## src/core/sic_cfg.svh

```systemverilog
// Constants shared by the serial interface control block
`ifndef SIC_CFG_SVH
`define SIC_CFG_SVH
`define SIC_DATA_W 8
`define SIC_FIFO_DEPTH 16
`define SIC_FIFO_AW 4
`define SIC_SYNC_N 3
`define SIC_PIN_CTS 0
`define SIC_PIN_SCL 1
`define SIC_PIN_SDA 2
`define SIC_SRC_DIV_MAX 4'h1
`define SIC_BIT_LAST 3'h7
`define SIC_I2C_SEVENTH 4'h7
`define SIC_I2C_EIGHTH 4'h8
`define SIC_I2C_NINTH 4'h9
`define SIC_BAUD_RST 8'h00
`define SIC_DLY_RST 3'h0
`endif

```

## src/core/sic_pkg.sv

```systemverilog
// Types for the serial interface control block
package sic_pkg;
  typedef enum logic [1:0] {
    SIC_TX_IDLE = 2'b00,
    SIC_TX_START = 2'b01,
    SIC_TX_DATA = 2'b10,
    SIC_TX_STOP = 2'b11
  } sic_tx_state_t;
  typedef enum logic [2:0] {
    SIC_RS_IDLE = 3'b000,
    SIC_RS_SDA_HIGH = 3'b001,
    SIC_RS_SCL_HIGH = 3'b010,
    SIC_RS_SDA_LOW = 3'b011,
    SIC_RS_SCL_LOW = 3'b100
  } sic_rs_state_t;
endpackage : sic_pkg

```

## src/core/sic_stream_if.sv

```systemverilog
// Valid/ready word stream between the block's own modules
interface sic_stream_if #(parameter int WIDTH = 8);
  logic [WIDTH-1:0] data;
  logic valid;
  logic ready;
  modport producer(output data, output valid, input ready);
  modport consumer(input data, input valid, output ready);
endinterface : sic_stream_if

```

## src/core/sic_top.sv

```systemverilog
// Serial interface control: UART transmit and I2C-style clock hold and restart
`include "sic_cfg.svh"
module sic_top
  import sic_pkg::*;
(
  // Clock and reset
  input wire logic clk,
  input wire logic rst_n,
  // Transmit words
  input wire logic [`SIC_DATA_W-1:0] txData,
  input wire logic txValid,
  output logic txReady,
  // Control bits
  input wire logic ctsHandshakeDisable,
  input wire logic txIrqSourceSelect,
  input wire logic sclHoldAfterEighth,
  input wire logic sclHoldAfterNinth,
  input wire logic repeatedStartRequest,
  input wire logic [2:0] lineDelaySelect,
  input wire logic [7:0] baudDivisor,
  input wire logic txBufferEmptyClear,
  // Status
  output logic txBufferEmptyFlag,
  output logic txCompleteFlag,
  output logic txIrqReq,
  output logic [`SIC_DATA_W-1:0] rxData,
  output logic rxValid,
  output logic repeatedStartBusy,
  // Pins
  input wire logic cts_n,
  output logic txdPin,
  input wire logic sclIn,
  output logic sclOut,
  output logic sclOe,
  input wire logic sdaIn,
  output logic sdaOut,
  output logic sdaOe
);
  logic [1:0] rstPipe;
  logic rstSync_n;
  logic [`SIC_SYNC_N-1:0] pinMeta;
  logic [`SIC_SYNC_N-1:0] pinSync;
  logic sclPrev;
  logic sdaPrev;
  logic [3:0] srcDiv;
  logic srcEn;
  logic [7:0] baudCnt;
  logic baudTick;
  sic_tx_state_t txState;
  logic [`SIC_DATA_W-1:0] txShift;
  logic [2:0] txBit;
  logic txLoad;
  logic txDone;
  logic [3:0] rxBits;
  logic [`SIC_DATA_W-1:0] rxShift;
  logic holdEighth;
  logic holdNinth;
  sic_rs_state_t rsState;
  logic rsSdaLow;
  logic rsSclLow;
  logic [2:0] dlyCnt;
  logic sclRise;
  logic sclFall;
  logic startSeen;

  sic_stream_if #(.WIDTH(`SIC_DATA_W)) inIf();
  sic_stream_if #(.WIDTH(`SIC_DATA_W)) outIf();

  assign inIf.data = txData;
  assign inIf.valid = txValid;
  assign txReady = inIf.ready;

  sic_fifo #(.WIDTH(`SIC_DATA_W), .DEPTH(`SIC_FIFO_DEPTH), .AW(`SIC_FIFO_AW)) txFifo (
    .clk(clk),
    .rstSync_n(rstSync_n),
    .inS(inIf),
    .outS(outIf)
  );

  // Reset release through two flops
  always_ff @(posedge clk or negedge rst_n)
  begin
    if (!rst_n)
      rstPipe <= 2'b00;
    else
      rstPipe <= {rstPipe[0], 1'b1};
  end
  assign rstSync_n = rstPipe[1];

  // Pin synchronisers; first stage feeds only the second
  genvar gi;
  for (gi = 0; gi < `SIC_SYNC_N; gi++)
  begin : gSync
    always_ff @(posedge clk or negedge rstSync_n)
    begin
      if (!rstSync_n)
      begin
        pinMeta[gi] <= 1'b1;
        pinSync[gi] <= 1'b1;
      end
      else
      begin
        pinMeta[gi] <= (gi == `SIC_PIN_CTS) ? cts_n : ((gi == `SIC_PIN_SCL) ? sclIn : sdaIn);
        pinSync[gi] <= pinMeta[gi];
      end
    end
  end

  always_ff @(posedge clk or negedge rstSync_n)
  begin
    if (!rstSync_n)
    begin
      sclPrev <= 1'b1;
      sdaPrev <= 1'b1;
    end
    else
    begin
      sclPrev <= pinSync[`SIC_PIN_SCL];
      sdaPrev <= pinSync[`SIC_PIN_SDA];
    end
  end
  assign sclRise = pinSync[`SIC_PIN_SCL] && !sclPrev;
  assign sclFall = !pinSync[`SIC_PIN_SCL] && sclPrev;
  assign startSeen = pinSync[`SIC_PIN_SCL] && sdaPrev && !pinSync[`SIC_PIN_SDA];

  // Count source enable and baud tick derived from it
  always_ff @(posedge clk or negedge rstSync_n)
  begin
    if (!rstSync_n)
    begin
      srcDiv <= 4'h0;
      srcEn <= 1'b0;
      baudCnt <= `SIC_BAUD_RST;
      baudTick <= 1'b0;
    end
    else
    begin
      srcEn <= (srcDiv == `SIC_SRC_DIV_MAX);
      srcDiv <= (srcDiv == `SIC_SRC_DIV_MAX) ? 4'h0 : srcDiv + 4'h1;
      baudTick <= 1'b0;
      if (srcEn)
      begin
        if (baudCnt >= baudDivisor)
        begin
          baudCnt <= `SIC_BAUD_RST;
          baudTick <= 1'b1;
        end
        else
          baudCnt <= baudCnt + 8'h01;
      end
    end
  end

  // Word leaves the FIFO only when CTS allows or ctsHandshakeDisable is set
  assign txLoad = (txState == SIC_TX_IDLE) && outIf.valid &&
                  (ctsHandshakeDisable || !pinSync[`SIC_PIN_CTS]);
  assign outIf.ready = txLoad;
  assign txDone = baudTick && (txState == SIC_TX_STOP) && (txBit != 3'h0);

  // Transmit shifter
  always_ff @(posedge clk or negedge rstSync_n)
  begin
    if (!rstSync_n)
    begin
      txState <= SIC_TX_IDLE;
      txShift <= '0;
      txBit <= 3'h0;
      txdPin <= 1'b1;
    end
    else
    begin
      case (txState)
        SIC_TX_IDLE:
        begin
          if (txLoad)
          begin
            txShift <= outIf.data;
            txState <= SIC_TX_START;
          end
        end
        SIC_TX_START:
        begin
          if (baudTick)
          begin
            txdPin <= 1'b0;
            txBit <= 3'h0;
            txState <= SIC_TX_DATA;
          end
        end
        SIC_TX_DATA:
        begin
          if (baudTick)
          begin
            txdPin <= txShift[0];
            txShift <= {1'b0, txShift[`SIC_DATA_W-1:1]};
            txBit <= txBit + 3'h1;
            if (txBit == `SIC_BIT_LAST)
              txState <= SIC_TX_STOP;
          end
        end
        SIC_TX_STOP:
        begin
          // Stop bit gets a full cell before the word counts as sent
          if (baudTick && txBit == 3'h0)
          begin
            txdPin <= 1'b1;
            txBit <= 3'h1;
          end
          else if (baudTick)
            txState <= SIC_TX_IDLE;
        end
        default:
          txState <= SIC_TX_IDLE;
      endcase
    end
  end

  // Status flags and transmit request; set beats clear
  always_ff @(posedge clk or negedge rstSync_n)
  begin
    if (!rstSync_n)
    begin
      txBufferEmptyFlag <= 1'b1;
      txCompleteFlag <= 1'b1;
      txIrqReq <= 1'b0;
    end
    else
    begin
      if (txLoad)
        txBufferEmptyFlag <= 1'b1;
      else if (txBufferEmptyClear)
        txBufferEmptyFlag <= 1'b0;
      if (txLoad)
        txCompleteFlag <= 1'b0;
      else if (txDone && !outIf.valid)
        txCompleteFlag <= 1'b1;
      txIrqReq <= txIrqSourceSelect ? (txDone && !outIf.valid) : txLoad;
    end
  end

  // I2C-style receive and clock-line holds
  always_ff @(posedge clk or negedge rstSync_n)
  begin
    if (!rstSync_n)
    begin
      rxBits <= 4'h0;
      rxShift <= '0;
      rxData <= '0;
      rxValid <= 1'b0;
      holdEighth <= 1'b0;
      holdNinth <= 1'b0;
    end
    else
    begin
      rxValid <= 1'b0;
      if (startSeen)
        rxBits <= 4'h0;
      else if (sclRise)
      begin
        rxShift <= {rxShift[`SIC_DATA_W-2:0], pinSync[`SIC_PIN_SDA]};
        rxBits <= (rxBits == `SIC_I2C_NINTH) ? 4'h1 : rxBits + 4'h1;
        if (rxBits == `SIC_I2C_SEVENTH)
        begin
          rxData <= {rxShift[`SIC_DATA_W-2:0], pinSync[`SIC_PIN_SDA]};
          rxValid <= 1'b1;
        end
      end
      // Hold starts on the falling edge so the bit itself is not cut short
      if (!sclHoldAfterEighth)
        holdEighth <= 1'b0;
      else if (sclFall && rxBits == `SIC_I2C_EIGHTH)
        holdEighth <= 1'b1;
      if (!sclHoldAfterNinth)
        holdNinth <= 1'b0;
      else if (sclFall && rxBits == `SIC_I2C_NINTH)
        holdNinth <= 1'b1;
    end
  end

  // Repeated START: release SDA, release SCL, pull SDA, pull SCL
  always_ff @(posedge clk or negedge rstSync_n)
  begin
    if (!rstSync_n)
    begin
      rsState <= SIC_RS_IDLE;
      rsSdaLow <= 1'b0;
      rsSclLow <= 1'b0;
      repeatedStartBusy <= 1'b0;
    end
    else
    begin
      case (rsState)
        SIC_RS_IDLE:
        begin
          if (repeatedStartRequest)
          begin
            rsState <= SIC_RS_SDA_HIGH;
            repeatedStartBusy <= 1'b1;
            rsSclLow <= 1'b1;
          end
        end
        SIC_RS_SDA_HIGH:
        begin
          rsSdaLow <= 1'b0;
          // Steps wait for the delayed SDA so a long delay cannot swallow the START
          if (baudTick && !sdaOe)
            rsState <= SIC_RS_SCL_HIGH;
        end
        SIC_RS_SCL_HIGH:
        begin
          if (baudTick)
          begin
            rsSclLow <= 1'b0;
            rsState <= SIC_RS_SDA_LOW;
          end
        end
        SIC_RS_SDA_LOW:
        begin
          if (baudTick)
          begin
            rsSdaLow <= 1'b1;
            rsState <= SIC_RS_SCL_LOW;
          end
        end
        SIC_RS_SCL_LOW:
        begin
          // SDA stays low so it never rises while SCL is still high
          if (baudTick && sdaOe)
          begin
            rsSclLow <= 1'b1;
            repeatedStartBusy <= 1'b0;
            rsState <= SIC_RS_IDLE;
          end
        end
        default:
          rsState <= SIC_RS_IDLE;
      endcase
    end
  end

  // Pin drivers; SDA change lags by the selected count-source cycles
  always_ff @(posedge clk or negedge rstSync_n)
  begin
    if (!rstSync_n)
    begin
      sclOut <= 1'b0;
      sclOe <= 1'b0;
      sdaOut <= 1'b0;
      sdaOe <= 1'b0;
      dlyCnt <= `SIC_DLY_RST;
    end
    else
    begin
      sclOut <= 1'b0;
      sdaOut <= 1'b0;
      sclOe <= holdEighth || holdNinth || rsSclLow;
      if (rsSdaLow == sdaOe)
        dlyCnt <= `SIC_DLY_RST;
      else if (dlyCnt >= lineDelaySelect)
      begin
        sdaOe <= rsSdaLow;
        dlyCnt <= `SIC_DLY_RST;
      end
      else if (srcEn)
        dlyCnt <= dlyCnt + 3'h1;
    end
  end
endmodule : sic_top

```

## src/core/sic_fifo.sv

```systemverilog
// Parameterised transmit word FIFO
module sic_fifo #(
  parameter int WIDTH = 8,
  parameter int DEPTH = 16,
  parameter int AW = 4
)(
  // Clock and reset
  input wire logic clk,
  input wire logic rstSync_n,
  // Streams
  sic_stream_if.consumer inS,
  sic_stream_if.producer outS
);
  logic [WIDTH-1:0] mem [DEPTH];
  logic [AW-1:0] wrPtr;
  logic [AW-1:0] rdPtr;
  logic [AW:0] count;
  logic notFull;
  logic doWrite;
  logic doRead;
  logic [AW:0] next_count;

  assign doWrite = inS.valid && notFull;
  assign doRead = outS.valid && outS.ready;
  assign inS.ready = notFull;
  assign outS.valid = (count != '0);
  assign outS.data = mem[rdPtr];

  always_comb
  begin
    next_count = count;
    if (doWrite && !doRead)
      next_count = count + (AW+1)'(1);
    else if (doRead && !doWrite)
      next_count = count - (AW+1)'(1);
  end

  // Registered ready so the producer sees a flip-flop
  always_ff @(posedge clk or negedge rstSync_n)
  begin
    if (!rstSync_n)
    begin
      count <= '0;
      notFull <= 1'b1;
      wrPtr <= '0;
      rdPtr <= '0;
    end
    else
    begin
      count <= next_count;
      notFull <= (next_count != (AW+1)'(DEPTH));
      if (doWrite)
        wrPtr <= wrPtr + AW'(1);
      if (doRead)
        rdPtr <= rdPtr + AW'(1);
    end
  end

  always_ff @(posedge clk)
  begin
    if (doWrite)
      mem[wrPtr] <= inS.data;
  end
endmodule : sic_fifo

```

## config.mk

```make
export PLATFORM = sky130hd
export DESIGN_NAME = sic_top
export DESIGN_NICKNAME = d
export VERILOG_FILES = /design/src/core/sic_pkg.sv /design/src/core/sic_stream_if.sv /design/src/core/sic_top.sv /design/src/core/sic_fifo.sv
export VERILOG_INCLUDE_DIRS = /design/src /design/src/core
export SDC_FILE = /design/constraint.sdc
export NUM_CORES = 1
export LEC_CHECK = 0
export BUFFER_PORTS_ARGS = -buffer_cell sky130_fd_sc_hd__buf_2
export CAP_MARGIN = 10
export CORE_MARGIN = 4
export CORE_UTILIZATION = 50
export DETAILED_ROUTE_END_ITERATION = 8
export GPL_TIMING_DRIVEN = 0
export PLACE_DENSITY = 0.74
export SLEW_MARGIN = 20
export SYNTH_ARGS = -nofsm -noshare
export SYNTH_HDL_FRONTEND = slang
export SYNTH_SLANG_ARGS = --single-unit
```

## constraint.sdc

```tcl
create_clock -name clk -period 5.45 [get_ports clk]
set_clock_uncertainty 0.1 [all_clocks]
set_input_delay 1.09 -clock clk [delete_from_list [all_inputs] [get_ports clk]]
set_output_delay 1.09 -clock clk [all_outputs]
set_load 0.005 [all_outputs]
```

==> results_tabular.tex <==
\begin{tabular}{lr}
\hline
Metric & Value \\
\hline
\multicolumn{2}{l}{\textbf{Floorplanning}} \\
Die width & 142.9 um \\
\# rows & 49 \\
Y dimension of the die & 142.9 um \\
Die area & 20430 sq um \\
IO Count & 50 \\
Core outline area & 17960 sq um \\
Starting Density & 50.69\% \\
\multicolumn{2}{l}{\textbf{Detailed routing}} \\
Detailed-router iteration count before antenna repair & 5 \\
Number of remaining DRC errors & 0 \\
Initial DRC Count & 493 \\
Via count & 5206 \\
Detailed-route vias per instance & 5.653 \\
Post-DRT Antenna Nets & 0 \\
WL/cell & 19.15 um \\
Wire length reported by the detailed router & 17.64 mm \\
\multicolumn{2}{l}{\textbf{Cells and area}} \\
Final net count & 735 \\
Fillcell total & 1363 \\
Final std cells w/o fill & 921 \\
End-of-flow core utilization & 57.79\% \\
Area Growth Syn to Fin & 14.02\% \\
Diode insertion count for antenna repair & 0 \\
Fraction of layout cells with a size suffix above 1 & 22.54\% \\
\multicolumn{2}{l}{\textbf{Logic synthesis}} \\
Adder-cell share of the synthesized area & 3.848\% \\
Sequential-to-total area share from yosys stat & 66.57\% \\
Dominant cell type by area after synthesis & edfxtp\_1 \\
Cells after synthesis & 603 \\
Flop and latch count out of synthesis & 216 \\
Commonest cells in the netlist & 128 x edfxtp\_1, 76 x dfrtp\_1, 35 x a21oi\_1 \\
Mapped Avg Cell Area & 15.10 sq um \\
Post-Synthesis Cell Area & 9105 sq um \\
Largest cells by area after synthesis & edfxtp\_1 42\%, dfrtp\_1 21\%, mux4\_2 8.2\% \\
Dominant combinational cell family by area after synthesis & multiplexers \\
Parity-gate share of the synthesized area counting xor and xnor cells & 1.828\% \\
Share of the synthesized area in the top cell type & 42.22\% \\
Top\_reg\_cell synth & edfxtp\_1 \\
Mux cell area share after synthesis & 10.68\% \\
Most frequently used cell type in the post-synthesis netlist & edfxtp\_1 \\
Simple-gate share of the synthesized area & 7.338\% \\
Ys async rst share & 40.74\% \\
Number of enable flip-flop cells after synthesis & 128 \\
Synth warn & 0 \\
Synth Area in Compound Gates & 7.050\% \\
Count of distinct cell types in the synthesized netlist & 57 \\
\multicolumn{2}{l}{\textbf{Clock network}} \\
Buffers inserted by post-CTS timing repair & 0 \\
Clock buffer depth & 3 \\
TritonCTS clock tree & yes \\
Clock sink count & 216 \\
Root buffer selected by CTS & clkbuf\_16 \\
Total CTS buffers & 22 \\
Latest clock arrival within the worst-skew pair & 0.49 ns \\
CTS Hold Bufs & 0 \\
Number of H-tree branching levels & 1 \\
Clock input transition at the sequential cells of the worst setup and hold paths & 0.06 ns \\
\# resized after CTS & 0 \\
\multicolumn{2}{l}{\textbf{Pwr}} \\
Ratio of total power to cell area & 501.4 nW/um\^{}2 \\
Leakage power of the design & 0.004106 uW \\
Maximum ir drop on the vdd rail & 0.3807 mV \\
\multicolumn{2}{l}{\textbf{Global routing}} \\
Via count of the first global-routing pass & 5403 \\
First-pass GRT wire length & 28.84 mm \\
Pin count of the biggest net entering global routing & 54 \\
Initial antenna violation count & 0 \\
Gr ovfl total & 0 \\
Global routing usage summed across all routing layers & 17.90\% \\
\multicolumn{2}{l}{\textbf{Timing}} \\
Ratio of final minimum period to clock period & 46.52\% \\
Headroom to the max-slew limit & 54.53\% \\
Setup TNS & 0 ns \\
Setup repair after global routing missed its margin & no \\
Number of failing hold endpoints at the final stage & 0 \\
Maximum achievable frequency & 394.4 MHz \\
Final count of pins violating max slew & 0 \\
Final setup slack of the worst path & 2.914 ns \\
Final count of negative-setup-slack endpoints & 0 \\
Clock period minus final worst setup slack & 2.536 ns \\
Transition time at the pin with the least slew margin & 0.6820 ns \\
Final worst hold slack & 0.1871 ns \\
\multicolumn{2}{l}{\textbf{Worst setup path}} \\
Worst setup path startpoint & txFifo.count[0]\$\_DFF\_PN0\_ \\
Reg2reg start & txFifo.count[0]\$\_DFF\_PN0\_ \\
Arrival time at the worst endpoint & 2.85 ns \\
Maximum fanout encountered on the critical timing path & 10 \\
Startpoint class of the critical path & flop \\
Endpoint of the worst-slack reg-to-reg timing path & txShift[5]\$\_DFFE\_PN0P\_ \\
Type of destination of the critical path & flop \\
Number of cells traversed by the worst register-to-register path & 8 \\
CP Data Required Time & 5.76 ns \\
Register-to-register setup slack & 2.91 ns \\
Critical path start-end classification & flop to flop \\
\multicolumn{2}{l}{\textbf{Flow run}} \\
Max capacitance violation total & 0 \\
\multicolumn{2}{l}{\textbf{Placement}} \\
Number of cells in the design after placement & 881 \\
Port buffer count & 47 \\
RePlAce Congestion & 0.7891 \\
DPL Wire Length & 11.68 mm \\
Post-Place Worst Slack & 2.554 ns \\
\multicolumn{2}{l}{\textbf{Outcome}} \\
Result of the run & finished, final reports clean \\
\multicolumn{2}{l}{\textbf{Hold path}} \\
Worst min-delay path class & flop to asynchronous set/reset pin \\
\hline
\end{tabular}
==> through the flow <==
stage	cell area (sq um)	total power, uW
after floorplan	9109	3315
after global placement	9630	3662
after detailed placement	9662	3755
after CTS	10380	5245
after global routing	10380	5518
final	10380	5205
==> how the worst max path moves through the flow <==
stage | end | depth (start not counted)
3_5_place_dp | txShift[5]$_DFFE_PN0P_ | 7
6_report | txShift[5]$_DFFE_PN0P_ | 8
3_3_place_gp | baudCnt[7]$_DFFE_PN0P_ | 0
5_1_grt | txShift[6]$_DFFE_PN0P_ | 8
2_1_floorplan | baudCnt[0]$_DFFE_PN0P_ | 0
4_1_cts | txShift[5]$_DFFE_PN0P_ | 8
==> worst max-delay path, cell delays in order (launching register included) <==
cell      delay, ns
dfrtp_1        0.43
inv_1          0.12
ha_1           0.22
or4b_4         0.25
nand3_2        0.23
a22oi_1        0.51
clkbuf_1       0.38
nor2_1         0.08
a21oi_1        0.14
==> final cells by class <==
type	instances	area [sq um]	area share, %
buffer	24	110.1	1.061
inverter	34	127.6	1.229
multi-input combinational	330	2810	27.07
tap	229	286.5	2.760
clock buffer	31	645.6	6.219
timing repair buffer	48	262.8	2.531
sequential	216	6065	58.42
clock inverter	9	73.82	0.7111
==> metal layers <==
layer | GRT usage (%) | share of wire, %
met1 | 24.34 | 42
met2 | 30.98 | 51
met3 | 2.713 | 5.0
met4 | 3.752 | 1.9
met5 | 0 | 0
==> registers in the layout, indices dropped and copies added, names as in the netlist, 2 cells and up <==
signal,flops
txState,2
txFifo.mem,128
pinSync,3
baudCnt,8
rxData,8
rxShift,7
rstPipe,2
srcDiv,4
txBit,3
txFifo.rdPtr,4
rsState,3
pinMeta,3
dlyCnt,3
txShift,8
txFifo.wrPtr,4
rxBits,4
txFifo.count,5
==> cells in the final DEF, fill, tap and decap left out, drive strengths merged, types with 11 or more instances in the layout <==
cell / count
edfxtp: 128
mux2: 15
nand2: 29
nor2: 28
o21ai: 21
buf: 56
nand3: 12
mux4: 33
clkbuf: 47
ha: 28
dfstp: 12
and2: 15
dfrtp: 76
a21oi: 35
xnor2: 11
inv: 34
a22oi: 16
==> power breakdown <==
| group | internal, uW | switching (uW) |
|---|---|---|
| sequential | 2040 | 193 |
| clock | 873 | 597 |
| combinational | 666 | 832 |
| total | 3580 | 1620 |
==> logic make-up (layout without fill, tap and decap cells) <==
| family | count (synthesis) | count (layout) |
|---|---|---|
| compound gates | 99 | 99 |
| xor+xnor | 19 | 19 |
| fa+ha+maj | 28 | 28 |
| buf+inv | 58 | 146 |
| flops | 216 | 216 |
| mux | 54 | 54 |
| other cells | 2 | 3 |
| simple gates | 127 | 127 |
No activity file was read; power rests on OpenSTA's default activity.
